<file path="src/logic/adc_ctrl_regs.vh">
// Register map, field positions and timing counts of the converter control
`ifndef ADC_CTRL_REGS_VH
`define ADC_CTRL_REGS_VH

// ==========================================================================
// Register addresses
`define ADDR_MODE_CONTROL 16'hFF80
`define ADDR_CHANNEL_SELECT 16'hFF81
`define ADDR_RESULT_LOW 16'hFF18
`define ADDR_RESULT_HIGH 16'hFF19
`define ADDR_RESULT_UPPER 16'hFF1A

// ==========================================================================
// Mode register fields
`define MODE_RUN_BIT 7
`define MODE_SPEED_HI 5
`define MODE_SPEED_LO 3
`define MODE_CMP_EN_BIT 0
`define MODE_WRITE_MASK 8'hB9
`define CHAN_WRITE_MASK 8'h03
`define REG_RESET 8'h00

// ==========================================================================
// Sample and total conversion lengths in peripheral-clock cycles
`define SAMPLE_000 8'd12
`define TOTAL_000 8'd36
`define SAMPLE_100 8'd24
`define TOTAL_100 8'd72
`define SAMPLE_110 8'd96
`define TOTAL_110 8'd144
`define SAMPLE_101 8'd48
`define TOTAL_101 8'd96
`define SAMPLE_010 8'd48
`define TOTAL_010 8'd72
`define SAMPLE_001 8'd24
`define TOTAL_001 8'd48
`define SAMPLE_111 8'd176
`define TOTAL_111 8'd224
`define SAMPLE_011 8'd88
`define TOTAL_011 8'd112
`define RESULT_BITS 10

`endif

</file>
<file path="src/logic/adc_ctrl.v">
// Control logic of a 4-channel 10-bit successive-approximation converter
`timescale 1ns/1ps
`include "adc_ctrl_regs.vh"
// Behaviour
// - Mode bit 7 runs conversion; 0 stops, 1 starts on selected channel.
// - Speed codes 000,100,110,101 give 12/36,24/72,96/144,48/96 cycles.
// - Speed codes 010,001,111,011 give 48/72,24/48,176/224,88/112 cycles.
// - Mode bit 0 enables the comparator; 0 powers it down unless run is set.
// - Run starts conversion even with comparator off; first result suspect.
// - Stop, waiting and conversion modes follow run and enable bits.
// - Mode bits 6, 2, 1 are fixed at zero.
// - Channel bits 1:0 choose input 0..3; bits 7:2 read zero.
// - Channel register takes bit and byte writes; resets to 00H.
// - Mode register takes bit and byte writes; resets to 00H.
// - On completion result goes to 10-bit and 8-bit registers, irq raised.
// - Conversions repeat back to back while run stays set.
// - Any register write aborts conversion; restart from sampling if run.
// - Bits resolve 9 down to 0; kept when input at least tap.

// ==========================================================================
// Operation overview
// Register access
//   Writes land on the rising edge that sees the write strobe.
//   Mask picks the bits that change; all ones is a byte write.
//   Reads answer on the rising edge that sees the read strobe, then hold.
//   Unmapped reads give zero; unmapped writes are dropped.
//   Fixed-zero control bits are masked on every write.
// Power states
//   Run and enable clear: comparator off, no static current.
//   Enable alone: comparator powered, sequencer waiting.
//   Run set: converting, comparator powered whatever enable holds.
//   Power follows a control write on the same edge it lands.
// Conversion sequence
//   Sampling starts on the edge after the run bit lands.
//   Sampling lasts the sample length of the current speed code.
//   Ten comparison steps follow, most significant bit first.
//   Each step gets the post-sample cycles divided by ten.
//   The remainder adds one cycle to each of the earliest steps.
//   Comparator is read in the last cycle of each step.
//   A kept bit stays set; a dropped bit clears with the next trial.
//   Result copies and the end pulse come with the last decision.
//   With run still set, sampling restarts after one idle cycle.
//   Active flag spans sampling and all ten steps, nothing more.
// Hazards
//   Any control write aborts the sequence, even with run unchanged.
//   Abort costs the partial result; results keep the last good one.
//   Abort and a last decision in one cycle: the abort wins.
//   A result started with an unsettled comparator is not trusted.
//   Comparator output is read unsynchronised, so it must settle
//   within two cycles of each tap change.
//   Tap code holds steady through a step, so the read is clean.
// Limitations
//   Cycle counts fit eight bits; longer codes need a wider counter.
//   No interrupt masking here; the end pulse is one cycle wide.
//   Step spreading assumes post-sample cycles of at least ten.
//   Speed code changes only by a mode write, which aborts first.
//   Channel code is read by the sample stage directly.
//   Results read zero until the first conversion completes.
//   Sampling time limits are left to software and clock choice.

module adc_ctrl (
    input wire mclk,
    input wire rst_n,
    input wire [15:0] bus_addr,
    input wire bus_wr,
    input wire bus_rd,
    input wire [7:0] bus_wdata,
    input wire [7:0] bus_bit_mask,
    output reg [7:0] bus_rdata,
    input wire comparator_out,
    output reg comparator_power,
    output reg sample_hold,
    output reg [1:0] channel_code,
    output reg [9:0] approximation_register,
    output reg [9:0] result_10bit,
    output reg [7:0] result_upper_8bit,
    output reg conversion_end_irq,
    output reg conversion_active
);

    // State codes
    localparam ST_IDLE = 2'd0;
    localparam ST_SAMPLE = 2'd1;
    localparam ST_COMPARE = 2'd2;

    // ======================================================================
    // Speed code lookup
    // Sample length for a speed code
    function [7:0] sample_len;
        input [2:0] code;
        begin
            case (code)
                3'b000: sample_len = `SAMPLE_000;
                3'b100: sample_len = `SAMPLE_100;
                3'b110: sample_len = `SAMPLE_110;
                3'b101: sample_len = `SAMPLE_101;
                3'b010: sample_len = `SAMPLE_010;
                3'b001: sample_len = `SAMPLE_001;
                3'b111: sample_len = `SAMPLE_111;
                default: sample_len = `SAMPLE_011;
            endcase
        end
    endfunction

    // Total length for a speed code, sampling included
    function [7:0] total_len;
        input [2:0] code;
        begin
            case (code)
                3'b000: total_len = `TOTAL_000;
                3'b100: total_len = `TOTAL_100;
                3'b110: total_len = `TOTAL_110;
                3'b101: total_len = `TOTAL_101;
                3'b010: total_len = `TOTAL_010;
                3'b001: total_len = `TOTAL_001;
                3'b111: total_len = `TOTAL_111;
                default: total_len = `TOTAL_011;
            endcase
        end
    endfunction

    // Masked write: only bits set in the mask change
    function [7:0] merge_bits;
        input [7:0] old;
        input [7:0] data;
        input [7:0] mask;
        begin
            merge_bits = (old & ~mask) | (data & mask);
        end
    endfunction

    // ======================================================================
    // Registers and state
    reg [7:0] mode_reg;
    reg [1:0] state;
    reg [7:0] cycle_cnt;
    reg [3:0] bit_idx;
    reg [9:0] trial_bit;
    reg [7:0] cmp_len;
    reg [7:0] cmp_rem;
    reg [3:0] cmp_step;

    wire mode_wr = bus_wr && (bus_addr == `ADDR_MODE_CONTROL);
    wire chan_wr = bus_wr && (bus_addr == `ADDR_CHANNEL_SELECT);
    wire any_wr = mode_wr | chan_wr;
    wire [7:0] next_mode = merge_bits(mode_reg, bus_wdata,
        bus_bit_mask) & `MODE_WRITE_MASK;
    wire [7:0] next_chan = merge_bits({6'd0, channel_code}, bus_wdata,
        bus_bit_mask) & `CHAN_WRITE_MASK;
    wire run_bit = mode_reg[`MODE_RUN_BIT];
    wire [2:0] speed = mode_reg[`MODE_SPEED_HI:`MODE_SPEED_LO];
    // Post-sample cycles split over ten steps; remainder on the first steps
    wire [7:0] post_cycles = total_len(speed) - sample_len(speed);
    wire [7:0] base_step = post_cycles / 8'd10;
    wire [7:0] extra_steps = post_cycles - base_step * 8'd10;

    // ======================================================================
    // Register writes
    always @(posedge mclk or negedge rst_n) begin
        if (!rst_n) begin
            mode_reg <= `REG_RESET;
            channel_code <= 2'b00;
        end else begin
            if (mode_wr) begin
                mode_reg <= next_mode;
            end
            if (chan_wr) begin
                channel_code <= next_chan[1:0];
            end
        end
    end

    // Read data; result registers and zeroed upper bits
    always @(posedge mclk or negedge rst_n) begin
        if (!rst_n) begin
            bus_rdata <= 8'h00;
        end else if (bus_rd) begin
            if (bus_addr == `ADDR_MODE_CONTROL) begin
                bus_rdata <= mode_reg;
            end else if (bus_addr == `ADDR_CHANNEL_SELECT) begin
                bus_rdata <= {6'd0, channel_code};
            end else if (bus_addr == `ADDR_RESULT_LOW) begin
                bus_rdata <= result_10bit[7:0];
            end else if (bus_addr == `ADDR_RESULT_HIGH) begin
                bus_rdata <= {6'd0, result_10bit[9:8]};
            end else if (bus_addr == `ADDR_RESULT_UPPER) begin
                bus_rdata <= result_upper_8bit;
            end else begin
                bus_rdata <= 8'h00;
            end
        end
    end

    // ======================================================================
    // Conversion sequencer
    // Comparator power follows both bits; no static path when both clear
    always @(posedge mclk or negedge rst_n) begin
        if (!rst_n) begin
            comparator_power <= 1'b0;
        end else begin
            comparator_power <= (mode_wr ? next_mode[`MODE_CMP_EN_BIT] |
                next_mode[`MODE_RUN_BIT] :
                mode_reg[`MODE_CMP_EN_BIT] | run_bit);
        end
    end

    // Sample, then ten timed comparisons from bit 9 downward
    always @(posedge mclk or negedge rst_n) begin
        if (!rst_n) begin
            state <= ST_IDLE;
            cycle_cnt <= 8'd0;
            bit_idx <= 4'd0;
            trial_bit <= 10'd0;
            cmp_len <= 8'd0;
            cmp_rem <= 8'd0;
            cmp_step <= 4'd0;
            sample_hold <= 1'b0;
            approximation_register <= 10'd0;
            result_10bit <= 10'd0;
            result_upper_8bit <= 8'd0;
            conversion_end_irq <= 1'b0;
            conversion_active <= 1'b0;
        end else begin
            conversion_end_irq <= 1'b0;
            if (any_wr) begin
                // Abort; the new run bit restarts at sampling next cycle
                state <= ST_IDLE;
                sample_hold <= 1'b0;
                conversion_active <= 1'b0;
            end else begin
                case (state)
                    ST_IDLE: begin
                        if (run_bit) begin
                            state <= ST_SAMPLE;
                            cycle_cnt <= sample_len(speed) - 8'd1;
                            sample_hold <= 1'b1;
                            conversion_active <= 1'b1;
                        end
                    end
                    ST_SAMPLE: begin
                        if (cycle_cnt == 8'd0) begin
                            state <= ST_COMPARE;
                            sample_hold <= 1'b0;
                            bit_idx <= 4'd9;
                            trial_bit <= 10'h200;
                            approximation_register <= 10'h200;
                            cmp_len <= base_step;
                            cmp_rem <= extra_steps;
                            cmp_step <= 4'd0;
                            cycle_cnt <= base_step +
                                ((extra_steps != 8'd0) ? 8'd1 : 8'd0) -
                                8'd1;
                        end else begin
                            cycle_cnt <= cycle_cnt - 8'd1;
                        end
                    end
                    ST_COMPARE: begin
                        if (cycle_cnt != 8'd0) begin
                            cycle_cnt <= cycle_cnt - 8'd1;
                        end else begin
                            // Keep the trial bit when input >= tap
                            if (!comparator_out) begin
                                approximation_register <=
                                    (approximation_register & ~trial_bit) |
                                    (trial_bit >> 1);
                            end else begin
                                approximation_register <=
                                    approximation_register |
                                    (trial_bit >> 1);
                            end
                            trial_bit <= trial_bit >> 1;
                            cmp_step <= cmp_step + 4'd1;
                            cycle_cnt <= cmp_len +
                                (({4'd0, cmp_step} + 8'd1 < cmp_rem) ?
                                8'd1 : 8'd0) - 8'd1;
                            if (bit_idx == 4'd0) begin
                                result_10bit <= {approximation_register[9:1],
                                    comparator_out};
                                result_upper_8bit <=
                                    approximation_register[9:2];
                                conversion_end_irq <= 1'b1;
                                conversion_active <= 1'b0;
                                state <= ST_IDLE;
                            end else begin
                                bit_idx <= bit_idx - 4'd1;
                            end
                        end
                    end
                    default: begin
                        state <= ST_IDLE;
                    end
                endcase
            end
        end
    end

endmodule // adc_ctrl

</file>
<file path="config.mk">
export PLATFORM = sky130hd
export DESIGN_NAME = adc_ctrl
export DESIGN_NICKNAME = d
export VERILOG_FILES = /design/src/logic/adc_ctrl.v
export VERILOG_INCLUDE_DIRS = /design/src /design/src/logic
export SDC_FILE = /design/constraint.sdc
export NUM_CORES = 1
export LEC_CHECK = 0
export ABC_CLOCK_PERIOD_IN_PS = 13500
export BUFFER_PORTS_ARGS = -buffer_cell sky130_fd_sc_hd__buf_4
export CORE_ASPECT_RATIO = 1.5
export CORE_MARGIN = 3
export CORE_UTILIZATION = 55
export DETAILED_ROUTE_END_ITERATION = 16
export PLACE_DENSITY = 0.75
export SLEW_MARGIN = 20
export SYNTH_ARGS = -nofsm -noshare
export SYNTH_HDL_FRONTEND = slang
export SYNTH_SLANG_ARGS = --single-unit
</file>
<file path="constraint.sdc">
create_clock -name mclk -period 13.5 [get_ports mclk]
set_input_delay 0.675 -clock mclk [delete_from_list [all_inputs] [get_ports mclk]]
set_output_delay 0.675 -clock mclk [all_outputs]
set_load 0.005 [all_outputs]
</file>
* After elaboration in Yosys (flattened, before gate mapping)
Cells that the tools add are included.
** Cells by class
- Reductions and logical operators :: 23
- Magnitude comparators :: 1
- Eq/ne operators :: 21
- $add $sub $neg :: 11
- Bitwise gates (word level) :: 15
- Divide/modulo/power cells :: 1
- Muxes and demuxes :: 48
- Multipliers :: 1
** Operators by type and width (number)
- $mux 8 :: 11
- $eq 16x16->1 const B :: 5
- $pmux 8 s6 :: 1
- $mux 10 :: 4
- $pmux 10 s2 :: 2
- $pmux 8 s5 :: 1
- $sub 8x1->8 const B :: 4
- $pmux 8 s3 :: 1
- $mux 4 :: 5
- $or 10x9->10 :: 2
- $add 8x1->8 :: 2
- $and 8x8->8 :: 2
- $pmux 4 s2 :: 2
- $reduce_and 4->1 :: 4
- $reduce_bool 8->1 :: 2
- $sub 8x8->8 :: 2
- $mux 1 :: 13
- $eq 3x3->1 const B :: 4
- $ne 3x3->1 const B :: 4
- $and 10x10->10 :: 1
- $mux 2 :: 5
- $not 10->10 :: 1
- $reduce_and 3->1 :: 3
- $reduce_bool 3->1 :: 3
- other kinds (27) :: 37
** Storage, ports and cells
- Word-level logic and storage cells :: 138
- Output and inout bits :: 42
- Register bits :: 91
- Bits of input ports :: 37

* Depth between registers and ports, before layout
Gate-level depths: netlist of run 1.
- Depth in word-level cells :: 13
- Mapped depth :: 40
- Gate-level depth less buffers :: 38

* Worst setup path before layout of run 1
No wires, ideal clock.
- Path kind :: register -> register
- From :: reg (tool-made name)
- To :: reg cycle_cnt[3]
- Library setup time :: 124 ps
- Buffers on the path :: 3
- Period minus slack after synthesis :: 7130 ps
- Stages on the path, launching flop included :: 38
- Setup slack :: 6370 ps
- Arrival time :: 7006 ps
- Data required time :: 13376 ps
- Cell sequence :: dfrtp_1 clkbuf_1 nand2b_1 nor2_2 nor2_1 ha_1 buf_2 a21oi_2 o21a_1 xnor2_1 buf_2 nand4_1 o21ai_0 a21oi_1 ha_1 inv_1 o31ai_1 a221oi_1 [2 not listed] inv_1 ha_1 ha_1 inv_1 fa_1 ha_1 inv_1 o21bai_1 a21oi_1 xor2_1 xnor2_1 nor3_1 o2111a_1 ha_1 inv_1 or4_1 a31oi_1 o21ai_1
** RTL lines
- to (signal assigned) :: line adc_ctrl.v:235 : cycle_cnt <= sample_len(speed) - 8'd1;
- to (signal assigned) :: line adc_ctrl.v:250 : cycle_cnt <= base_step +
- to (signal assigned) :: line adc_ctrl.v:254 : cycle_cnt <= cycle_cnt - 8'd1;
- to (decl) :: line adc_ctrl.v:136 : reg [7:0] cycle_cnt;

==> results of run 1 <==
==> synthesized netlist by cell type (4+ instances only) <==
master     instances  area, µm²
mux2_2            17        191
nand3b_1           4       30.0
o21ai_0           54        270
nor4_1             6       37.5
nand3_1           30        150
buf_4              8       60.1
xor2_1             8       70.1
xnor2_1           11       96.3
buf_2              4       20.0
o31ai_1            7       52.6
inv_1             45        169
clkbuf_1          24       90.1
and2_1             7       43.8
dfrtp_1           78       1950
nor3b_1            5       37.5
or4_1              4       30.0
nand2_1           73        274
a21o_1             5       37.5
or3_1              4       25.0
a22o_1            16        140
nor2_1            34        128
nand4_1            8       50.1
o211ai_1           6       45.0
ha_1              34        425
a2111oi_0          5       43.8
a31oi_1            7       43.8
o21a_1             4       30.0
nand2b_1          14       87.6
a21oi_1           34        170
mux2i_1            6       60.1
a22oi_1            7       52.6
nor3_1            11       55.1
==> metal layers <==
metal / wire length (µm) / vias to the layer above
li1: - / 2400
met1: 5230 / 2438
met2: 7420 / 119
met3: 422 / 26
met4: 321 / 0
met5: 0 / -
==> where the power goes <==
group	switching (W)	internal, W	total (W)
combinational	0.000205	0.000111	0.000316
sequential	0.0000355	0.000277	0.000312
clock	0.0000889	0.000166	0.000255
total	0.000330	0.000554	0.000884
==> kinds of logic (layout without fill, tap and decap cells) <==
family                   after synthesis  count (layout)  synth area share (%)
AO/OA/AOI/OAI                        182             182                  22.0
adder cells (fa/ha/maj)               37              37                  8.56
buffers and inverters                 86             139                  6.63
multiplexers                          23              23                  4.53
XOR/XNOR                              21              21                  3.70
AND/OR/NAND/NOR                      217             217                  19.4
flip-flops                            78              78                  35.2
other                                  1               1                0.0675
==> stage by stage <==
stage,hold WS (ns),utilization (%)
finish,0.469,65.7
floorplan,0.379,-
CTS,0.470,65.7
global placement,0.454,62.4
global route,0.498,65.7
detailed placement,0.461,62.4
==> worst max-delay path, delay by kind of cell (launching register included) <==
| family | cells | cell delay [ns] |
|---|---|---|
| compound gates | 11 | 2.25 |
| xor+xnor | 3 | 1.01 |
| fa+ha+maj | 7 | 2.37 |
| buf+inv | 6 | 0.66 |
| flops | 1 | 0.52 |
| simple gates | 7 | 1.97 |
==> cell type report <==
class,instances,share of cell area [%]
timing repair buffer,77,9.03
inverter,47,2.80
tap,115,2.25
multi-input combinational,481,50.5
sequential,78,30.5
clock buffer,12,3.85
clock inverter,3,1.08
==> worst paths after layout <==
path	slack (ns)	from	depth (start not counted)	endpoint
setup / recovery	4.57	flop	34	cycle_cnt[3]$_DFFE_PN0P_
min in group asynchronous	0.50	rst_n	1	bus_rdata[3]$_DFFE_PN0P_
hold reg to reg	0.47	bit_idx[0]$_DFFE_PN0P_	1	bit_idx[0]$_DFFE_PN0P_
setup reg to reg	4.57	flop	34	cycle_cnt[3]$_DFFE_PN0P_
hold / removal	0.47	bit_idx[0]$_DFFE_PN0P_	1	bit_idx[0]$_DFFE_PN0P_
max in group asynchronous	12.38	rst_n	1	cmp_step[2]$_DFFE_PN0P_
==> flow_metrics.tcl, run 1 <==
set metrics [dict create \
    gp_congestion 0.891 \
    dpl.hpwl_um 9970 \
    rsz0062_at_grt "no" \
    clkSinkCount 78 \
    worstPathRequired_ns 13.71 \
    fin_crit_ns 8.93 \
    crit_slowest_cell "xnor2_1" \
    tns_ns 0 \
    finClkSkew_ns 0.00628 \
    ys_types 75 \
    io_pins 79 \
    grtUsageMet1_pct 27.4 \
    cts_root_buf "clkbuf_16" \
    gr-usage-all-layers_pct 24.0 \
    start_util_pct 57.0 \
    cp.arrival_ns 9.13 \
    place_inst 798 \
    cts_tree "yes" \
    die_height_um 129 \
    area_growth_pct 15.3 \
    drv_slew 0 \
    power_w 0.000884 \
    coreArea_um2 9740 \
    yosysWarnings 0 \
    layout_commonest_cell "dfrtp_1" \
    clock_latency_ns 0.33 \
    period_share_pct 66.1 \
    finalHoldViolCount 0 \
    grt-busiest-layer "met2" \
    cts_hold_buffers 0 \
    yosysSeqAreaShare_pct 35.2 \
    postSynthAreaPerCell_um2 8.61 \
    hold_path.class "reg -> reg" \
    cts-buffers-inserted 9 \
    max-cap-violations 0 \
    power.leakage_nw 3.00 \
    status "finished clean" \
    power_density_nw_per_um2 138 \
    syn_area_um2 5550 \
    postRouteAntennaNets 0 \
    grt_max_degree 79 \
    die-area_um2 11400 \
    endpoint_kind "flop" \
    port_buffers 74 \
    cp_slowest_stage_delay_ns 0.71 \
    cp_max_fo 11 \
    syn-instance-count 645 \
    finalNonFillerCells 813 \
    grt_first_pass_wirelength_um 21900 \
    first_global_vias 4776 \
    slew_headroom_pct 26.5 \
    synth_seq_cells 78 \
    met3_usage_pct 2.86 \
    first_iter_violations 174 \
    post_cts_buffers 0 \
    syn_nets 718 \
    dr.pass1.iters 5 \
    top_regs "approximation_register: 10 flops, result_10bit: 10 flops, trial_bit: 10 flops" \
    fill_cells 830 \
    drive_gt1_share_pct 17.0 \
    seqCellArea_um2 1950 \
    vias 4983 \
    drt-vias-per-instance 6.13 \
    drc 0 \
    final_area_um2 6400 \
    antenna_found_initial 0 \
    layout_common_cells "78 x dfrtp_1, 77 x buf_4, 73 x nand2_1, 54 x o21ai_0, 45 x inv_1" \
    clk_path_buf_depth 2 \
    worst_setup_path_start_kind "flop" \
    drt-total-wl_um 13400 \
    post_cts_resized 0 \
    synth-async-reset-ratio_pct 100 \
    setup_viol 0 \
    cts.htree.levels 3 \
    placed_cell_area_um2 6080 \
    die_w_um 88.0 \
    fin_ws_ns 4.57 \
    wl_per_cell_um 16.5 \
    num_antenna_cells 0 \
    synth_edf_count 0 \
    cts.clk_slew.worst_paths_ns 0.06 \
    max_freq_mhz 112 \
    ir_drop_v 0.0000944 \
    met2_usage_pct 44.6 \
    multi_input_area_um2 3230 \
    final_nets 767 \
    rows 44 \
    grt-ovfl-total 0 \
    post-place-ws_ns 4.72 \
    path_class "reg -> reg" \
    tightest_slew_ns 1.10 \
    yosys_most_used_dff "dfrtp_1" \
]
(Power assumes the default switching activity.)
==> run 2, diff against run 1 <==
- ABC_AREA: unset -> 1
- ABC_CLOCK_PERIOD_IN_PS: 13500 -> 7800
- CORE_UTILIZATION: 55 -> 52
- clock period: 13.5 -> 7.8 ns (I/O delays scaled with it)
==> flow_metrics.tcl, run 2 <==
set metrics [dict create \
    drive_gt1_share_pct 22.0 \
    worstPathRequired_ns 8.02 \
    dr.pass1.iters 5 \
    vias 4823 \
    worstRegToRegCells 48 \
    cts_tree "yes" \
    syn-instance-count 678 \
    synth_commonest_cells "133 x nand2_1, 105 x inv_1, 78 x dfrtp_1" \
    clkSinkCount 78 \
    fin_ws_ns 0.564 \
    path_delay_family "simple AND/OR/NAND/NOR gates" \
    area_growth_pct 19.4 \
    fin_crit_ns 7.24 \
    status "finished clean" \
    synth_edf_count 0 \
    cp_max_fo 5 \
    cp_common_cell "nor2_1" \
    cts.clk_slew.worst_paths_ns 0.06 \
    cp.depth 48 \
    drv_slew 0 \
    start_util_pct 53.8 \
    endpoint "cycle_cnt[4]$_DFFE_PN0P_" \
    yosys_most_used_dff "dfrtp_1" \
    cts-buffers-inserted 9 \
    ir_drop_v 0.000143 \
    synth_seq_cells 78 \
    hold_path.class "in -> async" \
    num_antenna_cells 0 \
    worst_setup_path_start_kind "flop" \
    synth-async-reset-ratio_pct 100 \
    first_global_vias 4620 \
    max-cap-violations 0 \
    syn_area_um2 5240 \
    max_freq_mhz 138 \
    tightest_slew_ns 1.05 \
    synth_most_common_cell "nand2_1" \
    final_nets 823 \
    finClkSkew_ns 0.00521 \
    drt-vias-per-instance 5.54 \
    endpoint_kind "flop" \
    dpl.hpwl_um 9420 \
    synthTopCellsByArea "dfrtp_1 37%, nand2_1 9.5%, ha_1 8.1%" \
    ys_types 49 \
    synth_top_area_share_pct 37.2 \
    first_iter_violations 233 \
    die_height_um 129 \
    yosysSeqAreaShare_pct 37.2 \
    hold_ws_ns 0.168 \
    period_share_pct 92.8 \
    gr-usage-all-layers_pct 22.0 \
    r2r_slack_ns 0.56 \
    drc 0 \
    layout_commonest_cell "nand2_1" \
    path_class "reg -> reg" \
    power.leakage_nw 3.18 \
    finalHoldViolCount 0 \
    grt_max_degree 79 \
    yosysWarnings 0 \
    fill_cells 858 \
    crit_slowest_cell "fa_1" \
    rows 44 \
    cts_hold_buffers 0 \
    port_buffers 74 \
    clock_latency_ns 0.34 \
    wl_per_cell_um 14.2 \
    postSynthAreaPerCell_um2 7.73 \
    clk_path_buf_depth 2 \
    die-area_um2 11300 \
    drt-total-wl_um 12400 \
    setup_viol 0 \
    cp.arrival_ns 7.45 \
    antenna_found_initial 0 \
    critPathBufInv 7 \
    r2r_end "cycle_cnt[4]$_DFFE_PN0P_" \
    top_regs "approximation_register: 10 flops, result_10bit: 10 flops, trial_bit: 10 flops" \
    syn_nets 751 \
    post-place-ws_ns 0.444 \
    grt_first_pass_wirelength_um 20100 \
    postRouteAntennaNets 0 \
    gp_congestion 0.845 \
    cts.htree.levels 3 \
    die_w_um 88.0 \
    cts_root_buf "clkbuf_16" \
    power_density_nw_per_um2 222 \
    yosysTopAreaCell "dfrtp_1" \
    coreArea_um2 9740 \
    grt-ovfl-total 0 \
    io_pins 79 \
    cp_slowest_stage_delay_ns 0.47 \
    slew_headroom_pct 29.7 \
    layout_common_cells "131 x nand2_1, 104 x inv_1, 80 x buf_4, 75 x dfrtp_1, 50 x nor2_1" \
]
[run 2: cell types whose count changed in the layout (fill, tap and decap cells not counted), sizes merged, moves of 16 or more]
cell	delta
nor2	+18
inv	+68
nand3	+17
a22o	-16
nand2	+80
o22ai	+23
[run 2: through the flow]
stage	utilization [%]	total power, W	TNS, ns	instance area (µm²)	cells
global placement	60.0	0.000968	0	5840	849
floorplan	-	0.000855	0	5240	678
finish	64.3	0.00139	0	6260	870
global route	64.3	0.00148	-0.0303	6260	870
CTS	62.9	0.00139	0	6120	865
detailed placement	60.0	0.000992	0	5840	849
[run 2: what timing repair did]
action | in CTS | in global routing
setup endpoints to repair | 0 | 6
gates resized for setup | 0 | 21
buffers inserted | 0 | 5
[run 2: where the power goes]
part	switching (W)	internal [W]	total [W]
Clock	0.000178	0.000219	0.000397
Sequential	0.0000464	0.000474	0.000520
Combinational	0.000310	0.000162	0.000472
[run 2: worst min path at each step]
stage                              from                         end  slack, ns  cells past startpoint
3_5_place_dp   bus_rdata[2]$_DFFE_PN0P_    bus_rdata[2]$_DFFE_PN0P_       0.47                      2
4_1_cts                           rst_n    trial_bit[0]$_DFFE_PN0P_       0.24                      1
2_1_floorplan                     rst_n  asynchronous set/reset pin       0.09                      0
6_report                          rst_n    trial_bit[0]$_DFFE_PN0P_       0.17                      1
5_1_grt                    bus_wdata[3]                        flop       0.28                      2
3_3_place_gp     cmp_rem[7]$_DFFE_PN0P_      cmp_rem[7]$_DFFE_PN0P_       0.47                      2
[run 2: cells by family (layout without fill, tap and decap cells)]
logic type      count (synthesis)  after routing  synth area share (%)
other cells                     1              1                0.0715
mux                             5              5                  1.07
xor+xnor                       12             12                  2.00
fa+ha+maj                      36             36                  8.88
simple gates                  283            283                  26.2
buf+inv                       131            208                  10.0
flops                          78             78                  37.2
compound gates                132            132                  14.5
[run 2: routing by layer]
metal	vias up	track usage [%]	routed length [µm]
met4	0	8.31	289
met3	22	3.40	536
met5	-	0	0
met1	2287	23.8	4780
li1	2383	-	-
met2	131	41.7	6750
[run 2: final cells by class]
type	count	area, µm²	share of cell area [%]
multi-input combinational	469	2860	45.7
clock buffer	9	225	3.60
clock inverter	7	55.1	0.879
sequential	78	1960	31.2
tap	115	144	2.30
inverter	112	420	6.71
timing repair buffer	80	601	9.59
